===== src/vdsr_regs.vh =====
`ifndef VDSR_REGS_VH
`define VDSR_REGS_VH

`define VDSR_ADDR_SILICON_REVISION   8'h80
`define VDSR_ADDR_LOCK_STANDARD      8'h81
`define VDSR_ADDR_SOURCE_DETECT      8'h82
`define VDSR_ADDR_NOISE_ESTIMATE     8'h83
`define VDSR_ADDR_SLICER_LINE_ID     8'h84
`define VDSR_ADDR_SLICER_FILTER      8'h85
`define VDSR_ADDR_INTERRUPT_ACK_A    8'h7E
`define VDSR_ADDR_INTERRUPT_ACK_B    8'h7F

`define VDSR_UNMAPPED_DATA           8'h00

`define VDSR_BIT_VSYNC_MARGINAL      7
`define VDSR_BIT_BLANK_SHIFT         6
`define VDSR_BIT_INTERLACE           5
`define VDSR_BIT_DISC_SOURCE         4
`define VDSR_BIT_TAPE_SOURCE         3
`define VDSR_BIT_OVERLAY_INSERT      2
`define VDSR_BIT_FAST_BLANK          1
`define VDSR_BIT_LINE_COUNT          0

`define VDSR_LINES_50_MIN            10'd310
`define VDSR_LINES_50_MAX            10'd314
`define VDSR_LINES_60_MIN            10'd260
`define VDSR_LINES_60_MAX            10'd264

`define VDSR_PCT_SCALE               7'd100
`define VDSR_PCT_PARITY_LO           7'd25
`define VDSR_PCT_PARITY_HI           7'd75
`define VDSR_PCT_BAND1_LO            7'd20
`define VDSR_PCT_BAND1_HI            7'd30
`define VDSR_PCT_BAND2_LO            7'd70
`define VDSR_PCT_BAND2_HI            7'd80

`endif


===== src/vdsr_vsync_pos.v =====
`timescale 1ns/1ps
`default_nettype none

module vdsr_vsync_pos
#(
	parameter CW = 12
)
(
	input  wire          clk,
	input  wire          rst,
	input  wire          hsync_pulse,
	input  wire          vsync_pulse,
	output reg           field_end_reg,
	output reg           parity_reg,
	output reg           marginal_reg
);

`include "vdsr_regs.vh"

	reg [CW-1:0] count_reg;
	reg [CW-1:0] len_reg;
	wire [CW+6:0] pos_scaled;

	// len * pct at full product width, so no threshold wraps
	function [CW+6:0] pct_of;
		input [CW-1:0] len;
		input [6:0]    pct;
		begin
			pct_of = {7'd0, len} * {{CW{1'b0}}, pct};
		end
	endfunction

	// true when pos*100 lies in [len*lo, len*hi]
	function in_band;
		input [CW+6:0] pos_x;
		input [CW-1:0] len;
		input [6:0]    lo;
		input [6:0]    hi;
		begin
			in_band = (pos_x >= pct_of(len, lo)) && (pos_x <= pct_of(len, hi));
		end
	endfunction

	assign pos_scaled = pct_of(count_reg, `VDSR_PCT_SCALE);

	always @(posedge clk or posedge rst)
	begin
		if (rst)
		begin
			count_reg     <= {CW{1'b0}};
			len_reg       <= {CW{1'b0}};
			field_end_reg <= 1'b0;
			parity_reg    <= 1'b0;
			marginal_reg  <= 1'b0;
		end
		else
		begin
			field_end_reg <= vsync_pulse;
			if (hsync_pulse)
			begin
				// restart at 1 so count and length both equal clocks since hsync
				count_reg <= {{(CW-1){1'b0}}, 1'b1};
				len_reg   <= count_reg;
			end
			else if (count_reg != {CW{1'b1}})
				count_reg <= count_reg + {{(CW-1){1'b0}}, 1'b1};
			if (vsync_pulse)
			begin
				// mid-line vsync marks the second field
				parity_reg   <= (pos_scaled >= pct_of(len_reg, `VDSR_PCT_PARITY_LO)) &&
					(pos_scaled < pct_of(len_reg, `VDSR_PCT_PARITY_HI));
				marginal_reg <= in_band(pos_scaled, len_reg, `VDSR_PCT_BAND1_LO, `VDSR_PCT_BAND1_HI) ||
					in_band(pos_scaled, len_reg, `VDSR_PCT_BAND2_LO, `VDSR_PCT_BAND2_HI);
			end
		end
	end

endmodule

`default_nettype wire


===== src/vdsr_status.v =====
`timescale 1ns/1ps
`default_nettype none

module vdsr_status
#(
	// revision nibble defaults are arbitrary
	parameter [3:0] FULL_LAYER_CUT   = 4'h3,
	parameter [3:0] METAL_FIX_CUT    = 4'h0,
	parameter [7:0] SHIFT_THRESHOLD  = 8'h10,
	parameter [7:0] LOW_NOISE_LIMIT  = 8'h20,
	parameter       LINE_CW          = 12
)
(
	input  wire       clk,
	input  wire       rst,
	input  wire [7:0] reg_addr,
	input  wire       reg_rd,
	input  wire       reg_wr,
	input  wire [7:0] reg_wdata,
	output reg  [7:0] reg_rdata_reg,
	input  wire       vert_sync_captured,
	input  wire       horiz_pll_locked,
	input  wire       output_pll_locked,
	input  wire       field_rate_is_fifty,
	input  wire       standard_identified,
	input  wire [2:0] identified_standard_code,
	input  wire       disc_player_source_seen,
	input  wire       tape_source_seen,
	input  wire [7:0] noise_estimate_value,
	input  wire [5:0] slicer_line_select,
	input  wire [7:0] slicer_filter_value,
	input  wire       hsync_pulse,
	input  wire       vsync_pulse,
	input  wire       active_line,
	input  wire       in_vbi,
	input  wire [7:0] blank_shift_amount,
	input  wire       fast_blank,
	output reg        field_parity_reg,
	output reg        irq_reg
);

`include "vdsr_regs.vh"

	localparam NSRC = 10;

	// lock/standard byte and disc/tape source bits, sampled every clock
	reg  [7:0]      lock_standard_reg;
	reg             disc_reg;
	reg             tape_reg;
	reg  [7:0]      noise_reg;
	reg  [7:0]      line_id_echo_reg;
	reg  [7:0]      slicer_filter_reg;

	// fast-blank pin comes from outside the clock domain
	reg             fb_meta_reg;
	reg             fb_sync_reg;
	reg             fb_prev_reg;

	reg             fb_acc_reg;
	reg             ins_acc_reg;
	reg             shift_acc_reg;
	reg             fast_blank_seen_reg;
	reg             overlay_insert_seen_reg;
	reg             blank_shift_seen_reg;

	reg  [9:0]      lines_reg;
	reg             line_count_bad_reg;
	reg             interlace_reg;
	reg             last_parity_reg;
	reg             have_parity_reg;

	reg  [7:0]      ack_a_reg;
	reg  [1:0]      ack_b_reg;
	reg  [NSRC-1:0] watch_prev_reg;
	reg  [NSRC-1:0] pending_reg;
	reg  [NSRC-1:0] pending_next;

	wire            vp_field_end;
	wire            vp_parity;
	wire            vp_marginal;
	wire [7:0]      source_detect;
	wire [NSRC-1:0] watch;
	wire [NSRC-1:0] ack_hit;
	wire            fb_event;
	wire            ins_event;
	wire            shift_event;
	wire            fifty;
	wire [9:0]      lines_done;

	function xor6;
		input [5:0] v;
		begin
			xor6 = ^v;
		end
	endfunction

	function in_limits;
		input [9:0] n;
		input [9:0] lo;
		input [9:0] hi;
		begin
			in_limits = (n >= lo) && (n <= hi);
		end
	endfunction

	vdsr_vsync_pos
	#(
		.CW (LINE_CW)
	)
	u_vpos
	(
		.clk           (clk),
		.rst           (rst),
		.hsync_pulse   (hsync_pulse),
		.vsync_pulse   (vsync_pulse),
		.field_end_reg (vp_field_end),
		.parity_reg    (vp_parity),
		.marginal_reg  (vp_marginal)
	);

	assign fifty       = lock_standard_reg[4];
	assign fb_event    = fb_sync_reg;
	assign ins_event   = active_line && (fb_sync_reg != fb_prev_reg);
	assign shift_event = in_vbi && (blank_shift_amount > SHIFT_THRESHOLD) &&
		(noise_estimate_value < LOW_NOISE_LIMIT);
	assign lines_done  = lines_reg + {9'd0, hsync_pulse};

	assign source_detect = {
		vp_marginal,
		blank_shift_seen_reg,
		interlace_reg,
		disc_reg,
		tape_reg,
		overlay_insert_seen_reg,
		fast_blank_seen_reg,
		line_count_bad_reg
	};

	// ack A bits 7..0 then ack B bits 1..0
	assign watch = {
		interlace_reg,
		tape_reg,
		overlay_insert_seen_reg,
		fast_blank_seen_reg,
		lock_standard_reg[5],
		lock_standard_reg[7],
		lock_standard_reg[6],
		lock_standard_reg[3],
		vp_marginal,
		line_count_bad_reg
	};
	assign ack_hit = {ack_a_reg, ack_b_reg};

	always @(posedge clk or posedge rst)
	begin
		if (rst)
		begin
			lock_standard_reg <= 8'h00;
			disc_reg          <= 1'b0;
			tape_reg          <= 1'b0;
			noise_reg         <= 8'h00;
			line_id_echo_reg  <= 8'h00;
			slicer_filter_reg <= 8'h00;
		end
		else
		begin
			lock_standard_reg <= {
				vert_sync_captured,
				horiz_pll_locked,
				output_pll_locked,
				field_rate_is_fifty,
				standard_identified,
				identified_standard_code
			};
			disc_reg          <= disc_player_source_seen;
			tape_reg          <= tape_source_seen;
			noise_reg         <= noise_estimate_value;
			// bit 6 parity of the id, bit 7 checksum of odd positions
			line_id_echo_reg  <= {xor6({slicer_line_select[5], 1'b0, slicer_line_select[3], 1'b0,
				slicer_line_select[1], 1'b0}), xor6(slicer_line_select), slicer_line_select};
			slicer_filter_reg <= slicer_filter_value;
		end
	end

	always @(posedge clk or posedge rst)
	begin
		if (rst)
		begin
			fb_meta_reg <= 1'b0;
			fb_sync_reg <= 1'b0;
			fb_prev_reg <= 1'b0;
		end
		else
		begin
			fb_meta_reg <= fast_blank;
			fb_sync_reg <= fb_meta_reg;
			fb_prev_reg <= fb_sync_reg;
		end
	end

	// per-field accumulation, published at vsync and held for the next field
	always @(posedge clk or posedge rst)
	begin
		if (rst)
		begin
			fb_acc_reg              <= 1'b0;
			ins_acc_reg             <= 1'b0;
			shift_acc_reg           <= 1'b0;
			fast_blank_seen_reg     <= 1'b0;
			overlay_insert_seen_reg <= 1'b0;
			blank_shift_seen_reg    <= 1'b0;
		end
		else if (vsync_pulse)
		begin
			fast_blank_seen_reg     <= fb_acc_reg | fb_event;
			overlay_insert_seen_reg <= ins_acc_reg | ins_event;
			blank_shift_seen_reg    <= shift_acc_reg | shift_event;
			// events in the boundary cycle are kept, not dropped
			fb_acc_reg              <= 1'b0;
			ins_acc_reg             <= 1'b0;
			shift_acc_reg           <= 1'b0;
		end
		else
		begin
			fb_acc_reg    <= fb_acc_reg | fb_event;
			ins_acc_reg   <= ins_acc_reg | ins_event;
			shift_acc_reg <= shift_acc_reg | shift_event;
		end
	end

	always @(posedge clk or posedge rst)
	begin
		if (rst)
		begin
			lines_reg          <= 10'd0;
			line_count_bad_reg <= 1'b0;
		end
		else if (vsync_pulse)
		begin
			lines_reg <= 10'd0;
			if (fifty)
				line_count_bad_reg <= !in_limits(lines_done, `VDSR_LINES_50_MIN, `VDSR_LINES_50_MAX);
			else
				line_count_bad_reg <= !in_limits(lines_done, `VDSR_LINES_60_MIN, `VDSR_LINES_60_MAX);
		end
		else if (hsync_pulse && lines_reg != 10'h3FF)
			lines_reg <= lines_reg + 10'd1;
	end

	// alternating parity from field to field means interlaced input
	always @(posedge clk or posedge rst)
	begin
		if (rst)
		begin
			interlace_reg    <= 1'b0;
			last_parity_reg  <= 1'b0;
			have_parity_reg  <= 1'b0;
			field_parity_reg <= 1'b0;
		end
		else if (vp_field_end)
		begin
			interlace_reg    <= have_parity_reg && (vp_parity != last_parity_reg);
			last_parity_reg  <= vp_parity;
			have_parity_reg  <= 1'b1;
			field_parity_reg <= vp_parity;
		end
	end

	always @*
	begin
		// set wins over a same-cycle acknowledge
		pending_next = (pending_reg & ~ack_hit) | (watch ^ watch_prev_reg);
	end

	always @(posedge clk or posedge rst)
	begin
		if (rst)
		begin
			ack_a_reg      <= 8'h00;
			ack_b_reg      <= 2'h0;
			watch_prev_reg <= {NSRC{1'b0}};
			pending_reg    <= {NSRC{1'b0}};
			irq_reg        <= 1'b0;
		end
		else
		begin
			// ack bits live exactly one clock after being written high
			ack_a_reg      <= (reg_wr && reg_addr == `VDSR_ADDR_INTERRUPT_ACK_A) ? reg_wdata : 8'h00;
			ack_b_reg      <= (reg_wr && reg_addr == `VDSR_ADDR_INTERRUPT_ACK_B) ? reg_wdata[1:0] : 2'h0;
			watch_prev_reg <= watch;
			pending_reg    <= pending_next;
			irq_reg        <= |pending_next;
		end
	end

	// read path has no side effects; writes to status addresses are ignored
	always @(posedge clk or posedge rst)
	begin
		if (rst)
			reg_rdata_reg <= `VDSR_UNMAPPED_DATA;
		else if (reg_rd)
		begin
			case (reg_addr)
				`VDSR_ADDR_SILICON_REVISION: reg_rdata_reg <= {FULL_LAYER_CUT, METAL_FIX_CUT};
				`VDSR_ADDR_LOCK_STANDARD:    reg_rdata_reg <= lock_standard_reg;
				`VDSR_ADDR_SOURCE_DETECT:    reg_rdata_reg <= source_detect;
				`VDSR_ADDR_NOISE_ESTIMATE:   reg_rdata_reg <= noise_reg;
				`VDSR_ADDR_SLICER_LINE_ID:   reg_rdata_reg <= line_id_echo_reg;
				`VDSR_ADDR_SLICER_FILTER:    reg_rdata_reg <= slicer_filter_reg;
				default:                     reg_rdata_reg <= `VDSR_UNMAPPED_DATA;
			endcase
		end
	end

endmodule

`default_nettype wire


===== config.mk =====
export PLATFORM = sky130hd
export DESIGN_NAME = vdsr_status
export DESIGN_NICKNAME = d
export VERILOG_FILES = /design/src/vdsr_vsync_pos.v /design/src/vdsr_status.v
export VERILOG_INCLUDE_DIRS = /design/src
export SDC_FILE = /design/constraint.sdc
export NUM_CORES = 1
export LEC_CHECK = 0
export BUFFER_PORTS_ARGS = -buffer_cell sky130_fd_sc_hd__buf_2
export CORE_MARGIN = 2
export CORE_UTILIZATION = 35
export CTS_CLUSTER_SIZE = 14
export DETAILED_ROUTE_END_ITERATION = 8
export GPL_TIMING_DRIVEN = 0
export HOLD_SLACK_MARGIN = 0.03
export SYNTH_ARGS = -nofsm -noshare
export SYNTH_HDL_FRONTEND = slang
export SYNTH_SLANG_ARGS = --single-unit

===== constraint.sdc =====
create_clock -name clk -period 10.26 [get_ports clk]
set_input_delay 0 -clock clk [delete_from_list [all_inputs] [get_ports clk]]
set_output_delay 0 -clock clk [all_outputs]
set_load 0.02 [all_outputs]

* Yosys cells after proc, flatten, opt, wreduce, memory -nomap -nowiden
Index checks and enable logic that the tools add are counted.
Word-level totals: register bits after elaboration 123, latch bits 0, bits in writable memories 0, ROM bits 0, input bits 65, output and inout port bits 10, word-level logic and storage cells 103, memories 0
Operators by class: add/sub/neg operators 3, multiply operators 7, divide/modulo/power cells 0, order comparisons 12, eq/ne operators 12, shifts and indexed selects 0, multiplexer cells 11, bitwise operators 7, reductions and logical operators 20
Operator list (count):
- == test 8 bit (second input constant) | 6
- one-hot mux 8 bit (6 select lines) | 1
- greater-or-equal comparator 19 x 17 -> 1 bit | 2
- multiplier 12 x 5 -> 17 bit (second input constant) | 2
- multiplier 12 x 3 -> 15 bit (second input constant) | 2
- 2-to-1 mux 12 bit | 2
- greater-or-equal comparator 10 x 9 -> 1 bit (second input constant) | 2
- less-or-equal comparator 10 x 9 -> 1 bit (second input constant) | 2
- 2-to-1 mux 10 bit | 2
- greater-or-equal comparator 19 bit | 1
- less-or-equal comparator 19 x 17 -> 1 bit | 1
- less-or-equal comparator 19 bit | 1
- < comparator 19 bit | 1
- multiplier 12 x 7 -> 19 bit (second input constant) | 1
- multiplier 12 x 6 -> 18 bit (second input constant) | 1
- == test 8 x 7 -> 1 bit (second input constant) | 2
- multiplier 12 x 4 -> 16 bit (second input constant) | 1
- adder 12 x 1 -> 12 bit (second input constant) | 1
- logical AND 1 bit | 12
- inequality test 12 bit (second input constant) | 1
- XOR reduction 6 bit | 2
- adder 10 x 1 -> 10 bit | 1
- adder 10 x 1 -> 10 bit (second input constant) | 1
- bitwise AND 10 bit | 1
- other kinds (15) | 23

* Logic depth before layout (Yosys ltp)
depth in word-level cells 5, depth in mapped cells 23

* Cells and area by module
From an unflattened synthesis, not the netlist that was laid out.
Second synthesis, totals: cell total of the unflattened synthesis 1388, area, all modules 13055.0 um2
Modules (own cells, without submodules):
- vdsr_vsync_pos | instances 1, cells each 1067, area an instance 9223.8 um2, seq. area each 675.6 um2
- vdsr_status | instances 1, cells each 321, area an instance 3831.2 um2, seq. area each 2402.3 um2

* Least setup slack after synthesis
OpenSTA, ideal clock, no wires.
kind reg2reg, start reg u_vpos.len_reg[1], end reg u_vpos.marginal_reg, data arrival time 4915 ps, path slack 5261 ps, cell stages (with the launch flop) 22, path buffers 0, cells stage by stage dfrtp_1 -> inv_1 -> fa_1 -> fa_1 -> inv_1 -> ha_1 -> a21o_1 -> a21oi_1 -> o21bai_1 -> a21oi_1 -> o21ba_2 -> o21ai_0 -> o41ai_1 -> xor2_1 -> ha_1 -> nand4_1 -> nor2_1 -> a31o_1 -> a211o_1 -> o211ai_2 -> or4b_1 -> a41oi_2
On the way: cells in the longest elaborated chain, start to end 4, elaborated cells between the ends (all ways) 11
RTL lines:
- start: declaration | line vdsr_vsync_pos.v:21 | reg [CW-1:0] len_reg;
- start signal: assignment | line vdsr_vsync_pos.v:51 | len_reg <= {CW{1'b0}};
- start signal: assignment | line vdsr_vsync_pos.v:63 | len_reg <= count_reg;
- multiplier 12 x 3 -> 15 bit, or another cell as far along | line vdsr_vsync_pos.v:29 | pct_of = {7'd0, len} * {{CW{1'b0}}, pct};
- greater-or-equal comparator 19 x 17 -> 1 bit, or another cell as far along | line vdsr_vsync_pos.v:40 | in_band = (pos_x >= pct_of(len, lo)) && (pos_x <= pct_of(len, hi));
- logical AND 1 bit | line vdsr_vsync_pos.v:40
- logical OR 1 bit * | line vdsr_vsync_pos.v:72 | marginal_reg <= in_band(pos_scaled, len_reg, `VDSR_PCT_BAND1_LO, `VDSR_PCT_BAND1_HI) ||
- end signal: assignment | line vdsr_vsync_pos.v:72
- end: declaration | line vdsr_vsync_pos.v:15 | output reg marginal_reg
Every way passes the cells marked *; elsewhere a longest branch is shown, timed or not. A chain may end at the register's enable or synchronous reset.

* Worst setup path after layout
start reg u_vpos.count_reg[2], end reg u_vpos.marginal_reg
On the way: cells in the longest elaborated chain, start to end 4, elaborated cells between the ends (all ways) 8
RTL lines:
- start: declaration | line vdsr_vsync_pos.v:20 | reg [CW-1:0] count_reg;
- start signal: assignment | line vdsr_vsync_pos.v:50 | count_reg <= {CW{1'b0}};
- start signal: assignment | line vdsr_vsync_pos.v:62 | count_reg <= {{(CW-1){1'b0}}, 1'b1};
- start signal: assignment | line vdsr_vsync_pos.v:66 | count_reg <= count_reg + {{(CW-1){1'b0}}, 1'b1};
- multiplier 12 x 5 -> 17 bit * | line vdsr_vsync_pos.v:29
- greater-or-equal comparator 19 x 17 -> 1 bit, or another cell as far along | line vdsr_vsync_pos.v:40
- logical AND 1 bit | line vdsr_vsync_pos.v:40
- logical OR 1 bit * | line vdsr_vsync_pos.v:72
Marked as above.

==> metrics.txt <==
Resized cells post-CTS=0; Final WS setup=around 4.2 ns; worst hold start=reg_addr[2]; Max Slew Vio Count=0; Combinational Power Share=0.296; Site Rows=70; WP data required=between 10 and 15 ns; crit path max-delay cell type=xnor2_1; synthesized area per cell=about 9.4 um^2; Worst R2R End=u_vpos.marginal_reg; slowest stage delay, CP=0.94 ns; drt drc=0; largest cells by area after synthesis=ha_1 26%, dfrtp_1 24%, fa_1 9.1%; Internal=about 1.1 mW; number of global-route vias before repair=approximately 11,000; WL final=around 33 mm; largest area contributor in the netlist=ha_1; status=complete, no violations; Leak=just under 8 nW; WP buf/inv=0; CORE AREA=36,520 um^2; share of layout cells above drive strength 1=0.08235; flop-to-flop setup slack=about 4.2 ns; Worst slew margin=0.06500; Sequential Power Share=0.339; Post-Syn Instances=about 1,400; Final Setup Violations=0; kind of critical path=flop to flop; worst endpoint data arrival time=between 6 and 7 ns; TNS Setup=0 ns; worst-margin pin slew=roughly 1.4 ns; All-Layer GR Usage=0.1753; DR pass1 iterations=5; Post-Syn Area=between 10,000 and 15,000 um^2; CP Cell Sequence=ha_1 > ha_1 > fa_1 > ha_1 > o21ai_0 > nor2_1 > nor4_2 > o41a_1 > nor2b_1 > xnor2_1 > ha_1 > nand4_1 > nor2_1 > a31o_1 > a211o_1 > o211ai_2 > or4b_1 > a41oi_2; Post-synth EDFFs=0; initial DRC count=between 300 and 400; period utilization=0.5914; path depth of the worst reg2reg path=18; CP delay by family, top=adder cells; Syn Nets=about 1,800; clock-pin slew on the worst setup and hold paths=0.05 ns; Sink Count=between 100 and 150; post-DR wirelength/cell=16.38 um; synthesized flop and latch total=approximately 120; most common cell type on the critical path=ha_1; Via density=~5.2; Post-CTS Setup Inserts=0; sequential share of the synthesized area=0.2380; Fin. Hold Viols=0; maximum vdd drop=roughly 82 uV; RSZ-0062 raised after global routing=no; Buffers on Ports=between 70 and 80; fill cell count=3,577; initial antenna violation count=0; io pins=75; share of the synthesized area in the top cell type=0.2593; Initial Util=0.3541; Max Fanout on Critical Path=9; Max clock buf depth=2; Hold Crit Class=input port to flop; Clk Latency, worst-skew pair=around 0.42 ns; Power per Cell Area=108.5 nW/um^2; die area=roughly 39,000 um^2; Post-DP HPWL=around 25 mm; ANT cells=0; final RePlAce weighted congestion=0.9061; CP endpoint kind=flop; Unique masters post-synth=72; yosys warns=0; startpoint types=flop; first-pass GRT wire length=between 50 and 60 mm; Post-DRT Antenna Nets=0; Clk network pwr share=0.365; Die Height=between 150 and 200 um; Synth async-reset ratio=1.000; nets=1,910; critical path depth=18; max-cap violation count=0; reg-to-reg startpoint=u_vpos.count_reg[2]; DP Worst Slack=roughly 4.1 ns; final design utilization=0.4098; H-tree levels=4; DR vias=between 10,000 and 15,000; CP Capture Point=u_vpos.marginal_reg; P_sw=between 0.5 and 0.6 mW; grt ovf=0; CTS hold repair buffers=between 40 and 50; final clock skew=~0.0062 ns; Top FF cell, synth=dfrtp_1; Tot Pwr=~1.6 mW; largest net degree at the start of global routing=just under 90; Area Growth Syn to Fin=15.74%; total CTS buffers=17; Net Sw Frac=0.3168; fin crit period=just over 6 ns; chip width=196.2 um; maximum clock frequency=roughly 160 MHz; CP Launch Point=u_vpos.count_reg[2]; Root Driver=clkbuf_16; TritonCTS clock tree=done
## synth_stat cells (all sizes together) (3+ instances only)
library cell / instances
a211o: 4
xor2: 37
o211ai: 10
or4: 3
and3: 14
nand2: 55
fa: 59
nand2b: 8
ha: 268
nand3: 35
o22ai: 11
mux2i: 16
o21bai: 11
o221ai: 3
o21ai: 60
dfrtp: 123
o41ai: 3
nand4: 14
nor4b: 3
inv: 206
a211oi: 19
nand4b: 3
nor2b: 6
and4: 6
or3: 8
a21o: 24
a2111oi: 6
o311ai: 3
o31ai: 3
a41oi: 3
nor2: 81
or2: 11
clkbuf: 16
nand3b: 3
and2: 16
nor4: 12
o21a: 15
buf: 3
xnor2: 64
a21oi: 64
nor3: 26
o2111ai: 4
a31oi: 13
## routing by layer
| metal | wire, um | share of wire | GRT usage | up-vias |
|---|---|---|---|---|
| li1 | - | - | - | 5107 |
| met1 | 15120 | 0.46 | 0.2287 | 5006 |
| met2 | 15690 | 0.48 | 0.3025 | 203 |
| met3 | 1270 | 0.039 | 0.02441 | 42 |
| met4 | 660 | 0.020 | 0.05079 | 0 |
| met5 | 0 | 0 | 0 | - |
## power groups by stage
| stage | logic, mW | registers [mW] | clock network (mW) |
|---|---|---|---|
| after CTS | 0.480 | 0.551 | 0.605 |
| after global routing | 0.540 | 0.554 | 0.629 |
| after global placement | 0.447 | 0.558 | 0 |
| after detailed placement | 0.460 | 0.559 | 0 |
| after floorplan | 0.329 | 0.544 | 0 |
| final | 0.482 | 0.550 | 0.592 |
## worst min path at each step
stage / cells past startpoint / to
2_1_floorplan: 0 / disc_reg
3_3_place_gp: 1 / noise_reg[1]
3_5_place_dp: 2 / tape_reg
4_1_cts: 4 / reg_rdata_reg[4]
5_1_grt: 4 / reg_rdata_reg[4]
6_report: 4 / reg_rdata_reg[4]
## tightest hold or removal path: stages
cell and delay, ns:
buf_2 0.13, inv_1 0.11, a31oi_1 0.10, o22ai_1 0.11
## logic make-up after synthesis
logic type	share of synthesized area
compound gates	0.1392
xor+xnor	0.06840
mux	0.01412
simple gates	0.1235
buf+inv	0.06540
flops	0.2380
fa+ha+maj	0.3514
## final cells by class
type                    count  area (um^2)  area share
clock buffers              18        429.2     0.02867
plain buffers              19        72.57    0.004848
well taps                 468        585.6     0.03912
repair buffers            120        863.3     0.05768
clock inverters            13        152.6     0.01020
flip-flops and latches    123         3078      0.2056
multi-input cells        1031         9009      0.6019
inverters                 206        778.2     0.05199
## through the flow
step / instance area, um^2 / std cells / hold WS (ns)
6_report: 14970 / 1998 / 0.07768
5_1_grt: 14970 / 1998 / 0.07396
4_1_cts: 14970 / 1998 / 0.05018
3_5_place_dp: 13910 / 1919 / 0.02000
3_3_place_gp: 13870 / 1918 / 0.1092
2_1_floorplan: 12930 / 1379 / 0.03143
## cell usage in the layout (no fill, tap or decap), types with 8 or more instances in the layout
master,netlist,routed
o21bai_1,11,11
ha_1,268,268
xnor2_1,64,64
dfrtp_1,123,123
a21o_1,24,24
inv_1,206,205
dlygate4sd3_1,0,48
a31oi_1,13,13
and2_1,16,16
o21a_1,15,15
o211ai_1,9,9
nor2_1,81,81
or2_2,11,11
nor4_1,11,11
xor2_1,37,37
o22ai_1,11,11
and3_1,14,14
o21ai_0,56,56
buf_2,1,72
mux2i_1,16,16
fa_1,59,59
nand2b_1,8,8
nand4_1,14,14
nor3_1,26,26
nand3_1,35,35
or3_1,8,8
nand2_1,55,55
a21oi_1,63,63
clkbuf_1,16,17
clkbuf_16,0,17
a211oi_1,19,19
Note: power is estimated with default switching activity, not from simulation.
